$ cat config.mk
export PLATFORM = sky130hd
export DESIGN_NAME = sms_sequencer
export DESIGN_NICKNAME = d
export VERILOG_FILES = /design/src/rtl/sms_pkg.sv /design/src/rtl/sms_timer.sv /design/src/rtl/sms_sequencer.sv
export SDC_FILE = /design/constraint.sdc
export NUM_CORES = 1
export LEC_CHECK = 0
export ABC_AREA = 1
export BUFFER_PORTS_ARGS = -buffer_cell sky130_fd_sc_hd__buf_2
export CORE_MARGIN = 10
export CORE_UTILIZATION = 60
export CTS_CLUSTER_SIZE = 24
export DETAILED_ROUTE_END_ITERATION = 16
export PLACE_DENSITY = 0.76
export SETUP_SLACK_MARGIN = 0.15
export SLEW_MARGIN = 20
export SYNTH_ARGS = -nofsm -noshare
export SYNTH_HDL_FRONTEND = slang
export SYNTH_HIERARCHICAL = 1
export SYNTH_SLANG_ARGS = --single-unit
$ cat constraint.sdc
create_clock -name clock_i -period 16.6 [get_ports clock_i]
set_clock_uncertainty 0.05 [all_clocks]
set_input_delay 4.15 -clock clock_i [delete_from_list [all_inputs] [get_ports clock_i]]
set_output_delay 4.15 -clock clock_i [all_outputs]
set_load 0.02 [all_outputs]
$ cat src/rtl/sms_pkg.sv
// shared constants and types for the sar measurement sequencer
// assumes one 100 mhz clock and a decoded register port in front of the block
package sms_pkg;
	// ****************************************
	// register offsets
	// ****************************************
	localparam logic [7:0] SMS_CONV_CTRL   = 8'h00;
	localparam logic [7:0] SMS_TOUCH_CFG   = 8'h01;
	localparam logic [7:0] SMS_AUTO_CTRL   = 8'h0c;
	localparam logic [7:0] SMS_THR_MIN     = 8'h0d;
	localparam logic [7:0] SMS_THR_MAX     = 8'h0e;
	localparam logic [7:0] SMS_RESULT_BASE = 8'h10;

	// ****************************************
	// field positions
	// ****************************************
	localparam int SMS_SCAN_LSB     = 10;
	localparam int SMS_MODE_BIT     = 12;
	localparam int SMS_PEN_LSB      = 14;
	localparam int SMS_TEMP_EN_BIT  = 15;
	localparam int SMS_AUX_EN_BIT   = 14;
	localparam int SMS_RANGE_BIT    = 13;
	localparam int SMS_PULSE_EN_BIT = 9;
	localparam int SMS_IVL_LSB      = 0;

	// ****************************************
	// reset values
	// ****************************************
	localparam logic [15:0] SMS_CONV_RST = 16'h0000;
	localparam logic [15:0] SMS_CFG_RST  = 16'h0000;
	localparam logic [15:0] SMS_AUTO_RST = 16'h0000;
	localparam logic [11:0] SMS_MIN_RST  = 12'h000;
	localparam logic [11:0] SMS_MAX_RST  = 12'hfff;

	// ****************************************
	// timing
	// ****************************************
	localparam int SMS_CLK_MHZ    = 100;
	localparam int SMS_SETTLE_US  = 10;
	localparam int SMS_SETTLE_CYC = SMS_SETTLE_US * SMS_CLK_MHZ;
	localparam int SMS_SAMPLE_NS  = 500;
	localparam int SMS_SAMPLE_CYC = (SMS_SAMPLE_NS * SMS_CLK_MHZ + 999) / 1000;
	localparam int SMS_PULSE_MS   = 2;
	localparam int SMS_PULSE_CYC  = SMS_PULSE_MS * 1000 * SMS_CLK_MHZ;
	localparam int SMS_TICK_US    = 100;
	localparam int SMS_TICK_CYC   = SMS_TICK_US * SMS_CLK_MHZ;
	localparam int SMS_NSRC       = 9;

	// scan function codes held in the scan select field
	typedef enum logic [3:0] {
		SCAN_NONE = 4'h0, SCAN_XY = 4'h1, SCAN_XYZ = 4'h2, SCAN_X = 4'h3,
		SCAN_Y = 4'h4, SCAN_BAT = 4'h5, SCAN_AUX_INPUT_ONE = 4'h6, SCAN_AUX_INPUT_TWO = 4'h7,
		SCAN_AUX_CONT = 4'h8, SCAN_TEMP = 4'h9, SCAN_TDIFF = 4'ha,
		SCAN_PORT = 4'hb, SCAN_RES_EXT = 4'hc, SCAN_RES_INT = 4'hd,
		SCAN_DRV_X = 4'he, SCAN_DRV_Y = 4'hf
	} sms_scan_t;

	// converter input select, also the result index
	typedef enum logic [3:0] {
		SRC_X = 4'h0, SRC_Y = 4'h1, SRC_Z1 = 4'h2, SRC_Z2 = 4'h3,
		SRC_BAT = 4'h4, SRC_AUX_INPUT_ONE = 4'h5, SRC_AUX_INPUT_TWO = 4'h6,
		SRC_TEMP_BASE_CURRENT_RESULT = 4'h7, SRC_TEMP_RAISED_CURRENT_RESULT = 4'h8
	} sms_src_t;

	typedef struct packed {
		logic x_drv;
		logic y_drv;
		logic bat_div;
		logic temp_hi;
		logic res_int;
		logic res_ext;
	} sms_drive_t;

	typedef struct packed {
		logic        wr;
		logic        rd;
		logic [7:0]  addr;
		logic [15:0] wdata;
	} sms_reg_req_t;
endpackage

$ cat src/rtl/sms_timer.sv
// loadable down counter used for settling, interval and pulse timing
// assumes load and count come from logic on the same clock
`timescale 1ns/1ns
module sms_timer #(
	parameter int W = 16
) (
	input  wire logic         clock_i,
	input  wire logic         rst_i,
	input  wire logic         load_i,
	input  wire logic [W-1:0] count_i,
	output logic              busy_o,
	output logic              expire_o
);
	logic [W-1:0] cnt;

	// a load always wins so a restart is never lost
	always_ff @(posedge clock_i or posedge rst_i) begin
		if (rst_i) begin
			cnt <= '0;
		end else if (load_i) begin
			cnt <= count_i;
		end else if (cnt != '0) begin
			cnt <= cnt - 1'b1;
		end
	end

	assign busy_o   = (cnt != '0);
	assign expire_o = (cnt == W'(1));
endmodule

$ cat src/rtl/sms_sequencer.sv
// host- and interval-initiated measurement sequencer for the touch-screen sar converter
// assumes a decoded register port and a sar core on the same clock
`timescale 1ns/1ns
module sms_sequencer
	import sms_pkg::*;
#(
	parameter int PULSE_CYC = SMS_PULSE_CYC,
	parameter int TICK_CYC  = SMS_TICK_CYC
) (
	input  wire logic          clock_i,
	input  wire logic          rst_i,
	input  wire sms_reg_req_t  reg_req_i,
	output logic [15:0]        reg_rdata_o,
	input  wire logic          touch_detect_i,
	output logic               conv_start_o,
	output sms_src_t           conv_sel_o,
	input  wire logic          conv_done_i,
	input  wire logic [11:0]   conv_data_i,
	output sms_drive_t         drive_o,
	output logic               pen_data_ready_line_n_o,
	output logic               general_pin_one_o
);
	localparam int PULSE_W = $clog2(PULSE_CYC + 1);
	localparam int IVL_W   = 24;

	// ****************************************
	// elaboration checks
	// ****************************************
	if (PULSE_CYC < 1 || TICK_CYC < 1 || TICK_CYC * 256 >= 2 ** IVL_W) begin : g_chk
		$error("timing parameter out of range");
	end

	typedef enum logic [1:0] {ST_IDLE, ST_SETTLE, ST_SAMPLE, ST_CONVERT} sms_st_t;

	// ****************************************
	// sequencing helpers
	// ****************************************
	function automatic sms_src_t step_src(sms_scan_t op, logic [1:0] idx);
		sms_src_t s;
		s = SRC_AUX_INPUT_ONE;
		unique case (op)
			SCAN_XY, SCAN_XYZ: s = sms_src_t'({2'b00, idx});
			SCAN_X, SCAN_DRV_X, SCAN_NONE: s = SRC_X;
			SCAN_Y, SCAN_DRV_Y: s = SRC_Y;
			SCAN_BAT: s = SRC_BAT;
			SCAN_AUX_INPUT_ONE, SCAN_AUX_CONT, SCAN_RES_EXT, SCAN_RES_INT: s = SRC_AUX_INPUT_ONE;
			SCAN_AUX_INPUT_TWO: s = SRC_AUX_INPUT_TWO;
			SCAN_TEMP: s = SRC_TEMP_BASE_CURRENT_RESULT;
			SCAN_TDIFF: s = (idx == 2'd0) ? SRC_TEMP_BASE_CURRENT_RESULT : SRC_TEMP_RAISED_CURRENT_RESULT;
			SCAN_PORT: s = sms_src_t'(4'(SRC_BAT) + {2'b00, idx});
		endcase
		return s;
	endfunction

	function automatic logic [1:0] step_last(sms_scan_t op);
		unique case (op)
			SCAN_XYZ: return 2'd3;
			SCAN_PORT: return 2'd2;
			SCAN_XY, SCAN_TDIFF: return 2'd1;
			default: return 2'd0;
		endcase
	endfunction

	function automatic logic is_touch(sms_scan_t op);
		return op inside {SCAN_XY, SCAN_XYZ, SCAN_X, SCAN_Y};
	endfunction

	// ****************************************
	// state
	// ****************************************
	sms_st_t    state;
	sms_st_t    next_state;
	logic [15:0] conv_ctrl;
	logic [15:0] touch_cfg;
	logic [15:0] auto_cfg;
	logic [11:0] thr_min;
	logic [11:0] thr_max;
	logic        range_flag;
	logic [11:0] results [SMS_NSRC];
	logic [11:0] stage [SMS_NSRC];
	logic [SMS_NSRC-1:0] written;
	logic [SMS_NSRC-1:0] unread;
	logic [SMS_NSRC-1:0] next_written;
	sms_scan_t  op;
	logic [1:0] idx;
	logic       auto_run;
	logic       auto_turn;
	logic       start_pend;
	logic       auto_pend;
	logic       hold_x;
	logic       hold_y;
	logic       touch_m;
	logic       touch_s;
	logic       touch_q;
	logic       both_low;

	logic       tmr_load;
	logic [15:0] tmr_count;
	logic       tmr_expire;
	logic       ivl_busy;
	logic       ivl_expire;
	logic       pulse_busy;

	// ****************************************
	// decode
	// ****************************************
	sms_scan_t wr_scan;
	sms_src_t  cur_src;
	logic      host_mode;
	logic      conv_wr;
	logic      legal;
	logic      last_step;
	logic      finish;
	logic      range_evt;
	logic      flag_rd;
	logic      auto_any;
	logic      res_rd;
	logic [3:0] res_idx;

	assign wr_scan   = sms_scan_t'(reg_req_i.wdata[SMS_SCAN_LSB +: 4]);
	assign host_mode = touch_cfg[SMS_MODE_BIT];
	assign conv_wr   = reg_req_i.wr && reg_req_i.addr == SMS_CONV_CTRL;
	// port scan host only
	// nontouch scans are refused unless the converter is host-controlled
	assign legal = conv_wr && wr_scan != SCAN_NONE
		&& !(wr_scan inside {SCAN_DRV_X, SCAN_DRV_Y})
		&& (is_touch(wr_scan) || host_mode);
	assign cur_src   = step_src(op, idx);
	assign last_step = idx == step_last(op);
	assign finish    = state == ST_CONVERT && conv_done_i && last_step;
	assign range_evt = state == ST_CONVERT && conv_done_i && auto_run
		&& (conv_data_i < thr_min || conv_data_i > thr_max);
	assign flag_rd  = reg_req_i.rd && reg_req_i.addr == SMS_AUTO_CTRL;
	assign auto_any = auto_cfg[SMS_TEMP_EN_BIT] || auto_cfg[SMS_AUX_EN_BIT];
	assign res_idx  = 4'(reg_req_i.addr - SMS_RESULT_BASE);
	// full address compare, so higher pages do not alias the results
	assign res_rd   = reg_req_i.rd && reg_req_i.addr >= SMS_RESULT_BASE
		&& reg_req_i.addr < SMS_RESULT_BASE + 8'(SMS_NSRC);

	always_comb begin
		next_written = written;
		if (state == ST_CONVERT && conv_done_i) begin
			next_written[cur_src] = 1'b1;
		end
	end

	// ****************************************
	// timers
	// ****************************************
	sms_timer #(.W(16)) u_step_tmr (
		.clock_i  (clock_i),
		.rst_i    (rst_i),
		.load_i   (tmr_load),
		.count_i  (tmr_count),
		.busy_o   (),
		.expire_o (tmr_expire)
	);

	// interval runs back to back while any auto monitor is enabled
	sms_timer #(.W(IVL_W)) u_ivl_tmr (
		.clock_i  (clock_i),
		.rst_i    (rst_i),
		.load_i   (auto_any && !ivl_busy),
		.count_i  (IVL_W'((auto_cfg[SMS_IVL_LSB +: 8] + 9'd1) * TICK_CYC)),
		.busy_o   (ivl_busy),
		.expire_o (ivl_expire)
	);

	// pulse timing
	// a new event restarts the pulse, so overlapping events stretch it
	sms_timer #(.W(PULSE_W)) u_pulse_tmr (
		.clock_i  (clock_i),
		.rst_i    (rst_i),
		.load_i   (range_evt && auto_cfg[SMS_PULSE_EN_BIT]),
		.count_i  (PULSE_W'(PULSE_CYC)),
		.busy_o   (pulse_busy),
		.expire_o ()
	);

	// ****************************************
	// register writes
	// ****************************************
	// scan select
	always_ff @(posedge clock_i or posedge rst_i) begin
		if (rst_i) begin
			conv_ctrl <= SMS_CONV_RST;
			touch_cfg <= SMS_CFG_RST;
			auto_cfg  <= SMS_AUTO_RST;
			thr_min   <= SMS_MIN_RST;
			thr_max   <= SMS_MAX_RST;
		end else if (reg_req_i.wr) begin
			unique case (reg_req_i.addr)
				SMS_CONV_CTRL: conv_ctrl <= reg_req_i.wdata;
				SMS_TOUCH_CFG: touch_cfg <= reg_req_i.wdata;
				// the flag bit is not writable
				SMS_AUTO_CTRL: auto_cfg <= reg_req_i.wdata & ~(16'h1 << SMS_RANGE_BIT);
				SMS_THR_MIN: thr_min <= reg_req_i.wdata[11:0];
				SMS_THR_MAX: thr_max <= reg_req_i.wdata[11:0];
				default: ;
			endcase
		end
	end

	// host driver steps
	// driver-only codes just hold the panel drivers until the next write
	always_ff @(posedge clock_i or posedge rst_i) begin
		if (rst_i) begin
			hold_x <= 1'b0;
			hold_y <= 1'b0;
		end else if (conv_wr) begin
			hold_x <= wr_scan == SCAN_DRV_X;
			hold_y <= wr_scan == SCAN_DRV_Y;
		end
	end

	// start requests; a write in the take cycle wins
	always_ff @(posedge clock_i or posedge rst_i) begin
		if (rst_i) begin
			start_pend <= 1'b0;
			auto_pend  <= 1'b0;
		end else begin
			if (legal) begin
				start_pend <= 1'b1;
			end else if (state == ST_IDLE) begin
				start_pend <= 1'b0;
			end
			if (ivl_expire && auto_any) begin
				auto_pend <= 1'b1;
			end else if (!auto_any || (state == ST_IDLE && !start_pend && host_mode)) begin
				auto_pend <= 1'b0;
			end
		end
	end

	// ****************************************
	// sequence control
	// ****************************************
	always_comb begin
		next_state = state;
		tmr_load   = 1'b0;
		tmr_count  = 16'd1;
		unique case (state)
			ST_IDLE: begin
				if (start_pend || (auto_pend && host_mode)) begin
					next_state = ST_SETTLE;
					tmr_load   = 1'b1;
					if (start_pend && is_touch(sms_scan_t'(conv_ctrl[SMS_SCAN_LSB +: 4]))
						&& conv_ctrl[SMS_SCAN_LSB +: 4] inside {SCAN_XY, SCAN_XYZ}) begin
						tmr_count = 16'(SMS_SETTLE_CYC);
					end
				end
			end
			ST_SETTLE: begin
				if (tmr_expire) begin
					next_state = ST_SAMPLE;
					tmr_load   = 1'b1;
					tmr_count  = 16'(SMS_SAMPLE_CYC);
				end
			end
			ST_SAMPLE: begin
				if (tmr_expire) begin
					next_state = ST_CONVERT;
				end
			end
			ST_CONVERT: begin
				if (conv_done_i) begin
					if (!last_step || (op == SCAN_AUX_CONT && !start_pend
						&& conv_ctrl[SMS_SCAN_LSB +: 4] == SCAN_AUX_CONT)) begin
						next_state = ST_SETTLE;
						tmr_load   = 1'b1;
						if (op inside {SCAN_XY, SCAN_XYZ}) begin
							tmr_count = 16'(SMS_SETTLE_CYC);
						end
					end else begin
						next_state = ST_IDLE;
					end
				end
			end
		endcase
	end

	always_ff @(posedge clock_i or posedge rst_i) begin
		if (rst_i) begin
			state     <= ST_IDLE;
			op        <= SCAN_NONE;
			idx       <= 2'd0;
			auto_run  <= 1'b0;
			auto_turn <= 1'b0;
		end else begin
			state <= next_state;
			if (state == ST_IDLE && start_pend) begin
				op       <= sms_scan_t'(conv_ctrl[SMS_SCAN_LSB +: 4]);
				idx      <= 2'd0;
				auto_run <= 1'b0;
			end else if (state == ST_IDLE && auto_pend && host_mode) begin
				// both monitors enabled: alternate between them
				idx       <= 2'd0;
				auto_run  <= 1'b1;
				auto_turn <= !auto_turn;
				if (auto_cfg[SMS_TEMP_EN_BIT] && (!auto_cfg[SMS_AUX_EN_BIT] || !auto_turn)) begin
					op <= SCAN_TEMP;
				end else begin
					op <= SCAN_AUX_INPUT_ONE;
				end
			end else if (state == ST_CONVERT && conv_done_i) begin
				idx <= last_step ? 2'd0 : idx + 2'd1;
			end
		end
	end

	// ****************************************
	// results
	// ****************************************
	// both temperatures
	// commit at end
	// results only change when the whole set is done
	always_ff @(posedge clock_i or posedge rst_i) begin
		if (rst_i) begin
			written <= '0;
			for (int i = 0; i < SMS_NSRC; i++) begin
				stage[i]   <= 12'h000;
				results[i] <= 12'h000;
			end
		end else begin
			if (state == ST_CONVERT && conv_done_i) begin
				stage[cur_src] <= conv_data_i;
				written        <= finish ? '0 : next_written;
			end
			for (int i = 0; i < SMS_NSRC; i++) begin
				if (finish && next_written[i]) begin
					results[i] <= (4'(i) == cur_src) ? conv_data_i : stage[i];
				end
			end
		end
	end

	// ****************************************
	// flag and pen line
	// ****************************************
	// read clears flag
	always_ff @(posedge clock_i or posedge rst_i) begin
		if (rst_i) begin
			range_flag <= 1'b0;
		end else if (range_evt) begin
			range_flag <= 1'b1;
		end else if (flag_rd) begin
			range_flag <= 1'b0;
		end
	end

	// touch comes from the panel comparator, asynchronous to the clock
	always_ff @(posedge clock_i or posedge rst_i) begin
		if (rst_i) begin
			touch_m <= 1'b0;
			touch_s <= 1'b0;
			touch_q <= 1'b0;
		end else begin
			touch_m <= touch_detect_i;
			touch_s <= touch_m;
			touch_q <= touch_s;
		end
	end

	always_ff @(posedge clock_i or posedge rst_i) begin
		if (rst_i) begin
			both_low <= 1'b0;
			unread   <= '0;
		end else begin
			if (touch_s && !touch_q) begin
				both_low <= 1'b1;
			end else if (finish) begin
				both_low <= 1'b0;
			end
			if (finish) begin
				unread <= next_written;
			end else if (res_rd) begin
				unread[res_idx] <= 1'b0;
			end
		end
	end

	always_ff @(posedge clock_i or posedge rst_i) begin
		if (rst_i) begin
			pen_data_ready_line_n_o <= 1'b1;
		end else begin
			unique case (touch_cfg[SMS_PEN_LSB +: 2])
				2'b00: pen_data_ready_line_n_o <= !touch_s;
				2'b01: pen_data_ready_line_n_o <= !(|unread);
				default: pen_data_ready_line_n_o <= !both_low;
			endcase
		end
	end

	// ****************************************
	// outputs
	// ****************************************
	// base current
	always_ff @(posedge clock_i or posedge rst_i) begin
		if (rst_i) begin
			drive_o           <= '0;
			conv_start_o      <= 1'b0;
			conv_sel_o        <= SRC_X;
			general_pin_one_o <= 1'b0;
		end else begin
			drive_o.x_drv <= hold_x || (state != ST_IDLE
				&& cur_src inside {SRC_X, SRC_Z1, SRC_Z2} && is_touch(op));
			drive_o.y_drv <= hold_y || (state != ST_IDLE
				&& cur_src inside {SRC_Y, SRC_Z1, SRC_Z2} && is_touch(op));
			// led by next state so the divider drops as the conversion starts
			drive_o.bat_div   <= next_state == ST_SAMPLE && cur_src == SRC_BAT;
			drive_o.temp_hi   <= state != ST_IDLE && cur_src == SRC_TEMP_RAISED_CURRENT_RESULT;
			drive_o.res_int   <= state != ST_IDLE && op == SCAN_RES_INT;
			drive_o.res_ext   <= state != ST_IDLE && op == SCAN_RES_EXT;
			conv_start_o      <= state == ST_SAMPLE && tmr_expire;
			conv_sel_o        <= cur_src;
			general_pin_one_o <= pulse_busy;
		end
	end

	// register read data, one cycle after the read strobe
	always_ff @(posedge clock_i or posedge rst_i) begin
		if (rst_i) begin
			reg_rdata_o <= 16'h0000;
		end else if (reg_req_i.rd) begin
			unique case (reg_req_i.addr)
				SMS_CONV_CTRL: reg_rdata_o <= conv_ctrl;
				SMS_TOUCH_CFG: reg_rdata_o <= touch_cfg;
				SMS_AUTO_CTRL: reg_rdata_o <= auto_cfg | (16'(range_flag) << SMS_RANGE_BIT);
				SMS_THR_MIN: reg_rdata_o <= {4'h0, thr_min};
				SMS_THR_MAX: reg_rdata_o <= {4'h0, thr_max};
				default: reg_rdata_o <= res_rd ? {4'h0, results[res_idx]} : 16'h0000;
			endcase
		end
	end
endmodule

== Yosys cells after proc, flatten, opt, wreduce, memory -nomap -nowiden ==
Index checks and enable logic that the tools add are counted.
Widths: inputs -> output; s select.

* Output and inout bits: 29
* Input bits: 42
* Flip-flop bits (word level): 411

* Multipliers: 1
* Bitwise operators: 7
* Magnitude comparators: 11
* Add/sub/neg operators: 7
* Reduce and logical (&&, ||, !) cells: 108
* Muxes and demuxes: 70
* Equal/unequal tests: 51

{| class="wikitable"
|+ Operators with widths
! operator !! number
|-
| $mux 12 || 13
|-
| $bwmux 108 || 1
|-
| $pmux 16 s5 || 1
|-
| $mux 10 || 5
|-
| $bmux 12 s4 || 1
|-
| $demux 12 s4 || 1
|-
| $eq 4x4->1 const B || 12
|-
| $mux 24 || 2
|-
| $logic_and 1x1->1 || 47
|-
| $mux 18 || 2
|-
| $mux 9 || 4
|-
| $pmux 4 s9 || 1
|-
| $eq 4x2->1 const B || 8
|-
| $mux 16 || 2
|-
| $pmux 10 s3 || 1
|-
| $eq 4x3->1 const B || 7
|-
| $reduce_bool 2->1 || 13
|-
| $eq 24x1->1 const B || 1
|-
| $eq 8x4->1 const B || 3
|-
| $reduce_bool 24->1 || 1
|-
| $sub 24x1->24 const B || 1
|-
| $mul 9x10->19 const B || 1
|-
| $reduce_bool 18->1 || 1
|-
| $sub 18x1->18 const B || 1
|-
| 51 further kinds || 125
|}

== Depth between registers and ports, before layout ==
* Word-level depth: 11
* Mapped depth: 23
* Gate-level depth less buffers: 23

== By module ==
Netlist, hierarchy kept.

{| class="wikitable"
|+ Modules (own cells, without submodules)
! module !! instances !! seq. area each (µm²) !! area each (µm²) !! cells an instance
|-
| sms_sequencer || 1 || 8849.7 || 18625.4 || 2278
|-
| sms_timer at u_ivl_tmr || 1 || 600.6 || 1690.4 || 260
|-
| sms_timer at u_pulse_tmr || 1 || 450.4 || 1223.7 || 181
|-
| sms_timer at u_step_tmr || 1 || 400.4 || 1152.4 || 167
|}

== Worst setup path after synthesis ==
Ideal clock, no wire load.

* Path kind: in2reg
* From: input port conv_data_i[0]
* To: register u_pulse_tmr.cnt[0]
* Cell stages on the path: 16
* Data arrival time: 5999 ps
* Path buffers: 2
* Required time: 16425 ps
* Setup slack: 10425 ps
* Library setup time: 125 ps
* Cell sequence: clkinv_1 > clkbuf_1 > ha_1 > inv_1 > a21oi_1 > o31ai_1 > nand2_1 > nand3_1 > nand2_1 > nand2_1 > nand3_1 > nor2_1 > buf_2 > nor2_1 > a21oi_1 > o21ai_1

* Longest elaborated chain between the ends: 5
* Elaborated cells between the ends (all ways): 7
* Classes of those cells: order compare (2); mux (1); reduce/logical (4)

{| class="wikitable"
|+ RTL lines
! element !! line !! text
|-
| start: declaration || sms_sequencer.sv:18 || <nowiki>input wire logic [11:0] conv_data_i,</nowiki>
|-
| $lt 12x12->1 or $gt 12x12->1 (tied branches) || sms_sequencer.sv:132 || <nowiki>&& (conv_data_i < thr_min || conv_data_i > thr_max);</nowiki>
|-
| $logic_or 1x1->1 (*) || sms_sequencer.sv:132 ||
|-
| $logic_and 1x1->1 (*) || sms_sequencer.sv:132 ||
|-
| $logic_and 1x1->1 (*) || sms_sequencer.sv:174 || <nowiki>.load_i (range_evt && auto_cfg[SMS_PULSE_EN_BIT]),</nowiki>
|-
| $mux 18 or $reduce_bool 2->1 (tied branches) || n/a ||
|-
| end signal: assignment || sms_timer.sv:21 || <nowiki>cnt <= count_i;</nowiki>
|-
| end signal: assignment || sms_timer.sv:23 || <nowiki>cnt <= cnt - 1'b1;</nowiki>
|-
| end: declaration || sms_timer.sv:14 || <nowiki>logic [W-1:0] cnt;</nowiki>
|}

Every way passes the cells marked *; elsewhere a longest branch is shown, timed or not.
A chain may end at the register's enable or synchronous reset.

== Final worst setup path ==
* From: input port reg_req_i[17] (netlist bit)
* To: register thr_min[4]

* Longest elaborated chain between the ends: 2

{| class="wikitable"
|+ RTL lines
! element !! line !! text
|-
| start: declaration || sms_sequencer.sv:12 || <nowiki>input wire sms_reg_req_t reg_req_i,</nowiki>
|-
| $eq 8x4->1 || sms_sequencer.sv:192 || <nowiki>unique case (reg_req_i.addr)</nowiki>
|-
| $reduce_and 2->1 (no line) || n/a ||
|-
| end signal: assignment || sms_sequencer.sv:197 || <nowiki>SMS_THR_MIN: thr_min <= reg_req_i.wdata[11:0];</nowiki>
|-
| end: declaration || sms_sequencer.sv:76 || <nowiki>logic [11:0] thr_min;</nowiki>
|}

No other way between the ends.

==> out/metrics.csv <==
metric,value,unit
outcome,finished clean,
slew_headroom,25.7,%
postCtsSetupBuffers,0,
rsz0062_at_grt,no,
final_cell_mix,"nand2_1 (896), dfrtp_1 (398), o21ai_0 (325)",
port_buffers,70,
cts_tree,built,
htree_levels,2,
final_cell_count_no_fill,3444,
grt_pass1_wl,101000,um
crit_path_end_kind,register,
powerDensity,91.3,nW/um2
cts_buffers,45,
grt-ovfl-total,0,
max-vdd-ir-drop,75.4,uV
wl_met2,28400,um
place_congestion,0.981,
die_area,45900,um2
synth_warnings,6,
cts_max_path_buffers,3,
cp.required,16.99,ns
hold_class,reg -> reg,
cts_hold_buf,0,
syn_area_per_cell,7.86,um2
arrival,7.05,ns
synthCells,2882,
nNetsFinal,3029,
postLayoutSetupSlackWorst,9.94,ns
dieHeight,214,um
viasPerCell,5.71,
dp_slack,9.53,ns
drc,0,
drv_cap,0,
drive_gt1_share,8.90,%
critPathTopFamily,simple AND/OR/NAND/NOR gates,
placed_cell_area,23200,um2
grtUsageTotal,26.9,%
fin_hold_ws,0.298,ns
routed_wl,62400,um
design_area,24700,um2
critical_path_class,in -> reg,
utilization,65.8,%
syn_area,22700,um2
setup_viol,0,
finalSetupTns,0,ns
post-route-period-util,40.1,%
crit_chain,buf_2 > inv_1 > nand2_1 > nor2_1 > nand2_1 > nand2_1 > o21ai_0,
rows,71,
met1_length,26700,um
clkTransAtPathRegs,0.06,ns
total_power,2.25,mW
clock.fmax,150,MHz
cts-root-buf,clkbuf_16,
drt_first_pass_iters,6,
core,37500,um2
wl_per_cell,18.1,um
clock_latency,0.60,ns
critPathMostFrequentCell,nand2_1,
area_growth,8.89,%
start_util,60.5,%
ant_nets,0,
drv_slew,0,
hold_viol,0,
startpoint_type,primary input,
tightest_slew,1.11,ns
ioPinCount,71,
leakagePower,12.4,nW
num_vias,19656,
worst-path-buf-inv,2,
final_common_cell,nand2_1,
dpl.hpwl,43100,um
slowest_stage,nor2_1,
cts_resized,0,
chipWidth,214,um
met3WireLength,4600,um
cts.sinks,411,
period_needed,6.66,ns
grt_pass1_vias,18694,
dp_cells,3364,
drt-initial-drc-count,2149,
cpPeakStageDelay,1.03,ns
cp_max_fo,25,
antenna_found_initial,1,
grt_max_degree,166,
diodes,0,
routed.top_layer,met5,
==> area by class of cell <==
type | instances | area, um2
well taps | 511 | 639
clock buffers | 65 | 1310
clock inverters | 15 | 211
flip-flops and latches | 411 | 10300
repair buffers | 77 | 415
inverters | 286 | 1080
fillers | 3229 | 12800
multi-input cells | 2079 | 10700
==> per-layer routing <==
| metal | GRT usage (%) | up-vias |
|---|---|---|
| li1 | - | 9337 |
| met1 | 36.5 | 9376 |
| met2 | 41.5 | 778 |
| met3 | 4.60 | 163 |
| met4 | 12.5 | 2 |
| met5 | 0 | - |
==> sequential cells by signal, indices dropped and copies added (netlist names), 6 cells and up <==
name / cells
results: 108
stage: 108
u_ivl_tmr/cnt: 24
u_pulse_tmr/cnt: 18
conv_ctrl: 16
reg_rdata_o: 16
touch_cfg: 16
u_step_tmr/cnt: 16
auto_cfg: 15
thr_max: 12
thr_min: 12
unread: 9
written: 9
drive_o: 6
==> final timing paths <==
| kind | slack, ns | startpoint | depth (start not counted) | endpoint |
|---|---|---|---|---|
| min in group asynchronous | 3.69 | rst_i | 2 | auto_cfg[6]$_DFFE_PP0P_ |
| max | 9.94 | reg_req_i[17] | 7 | thr_min[4]$_DFFE_PP0P_ |
| max in group asynchronous | 11.32 | rst_i | 3 | stage[15]$_DFFE_PP0P_ |
| min reg2reg | 0.30 | touch_m$_DFF_PP0_ | 0 | touch_s$_DFF_PP0_ |
| min | 0.30 | touch_m$_DFF_PP0_ | 0 | touch_s$_DFF_PP0_ |
| max reg2reg | 11.31 | auto_cfg[1]$_DFFE_PP0P_ | 21 | u_ivl_tmr/cnt[19]$_DFFE_PP0P_ |
==> where the power goes <==
part	internal (mW)	total [mW]	switching, mW	leakage, nW
sequential	1.03	1.05	0.0214	5.29
combinational	0.0483	0.163	0.114	6.37
clock	0.614	1.04	0.429	0.748
Note: power is estimated with default switching activity, not from simulation.
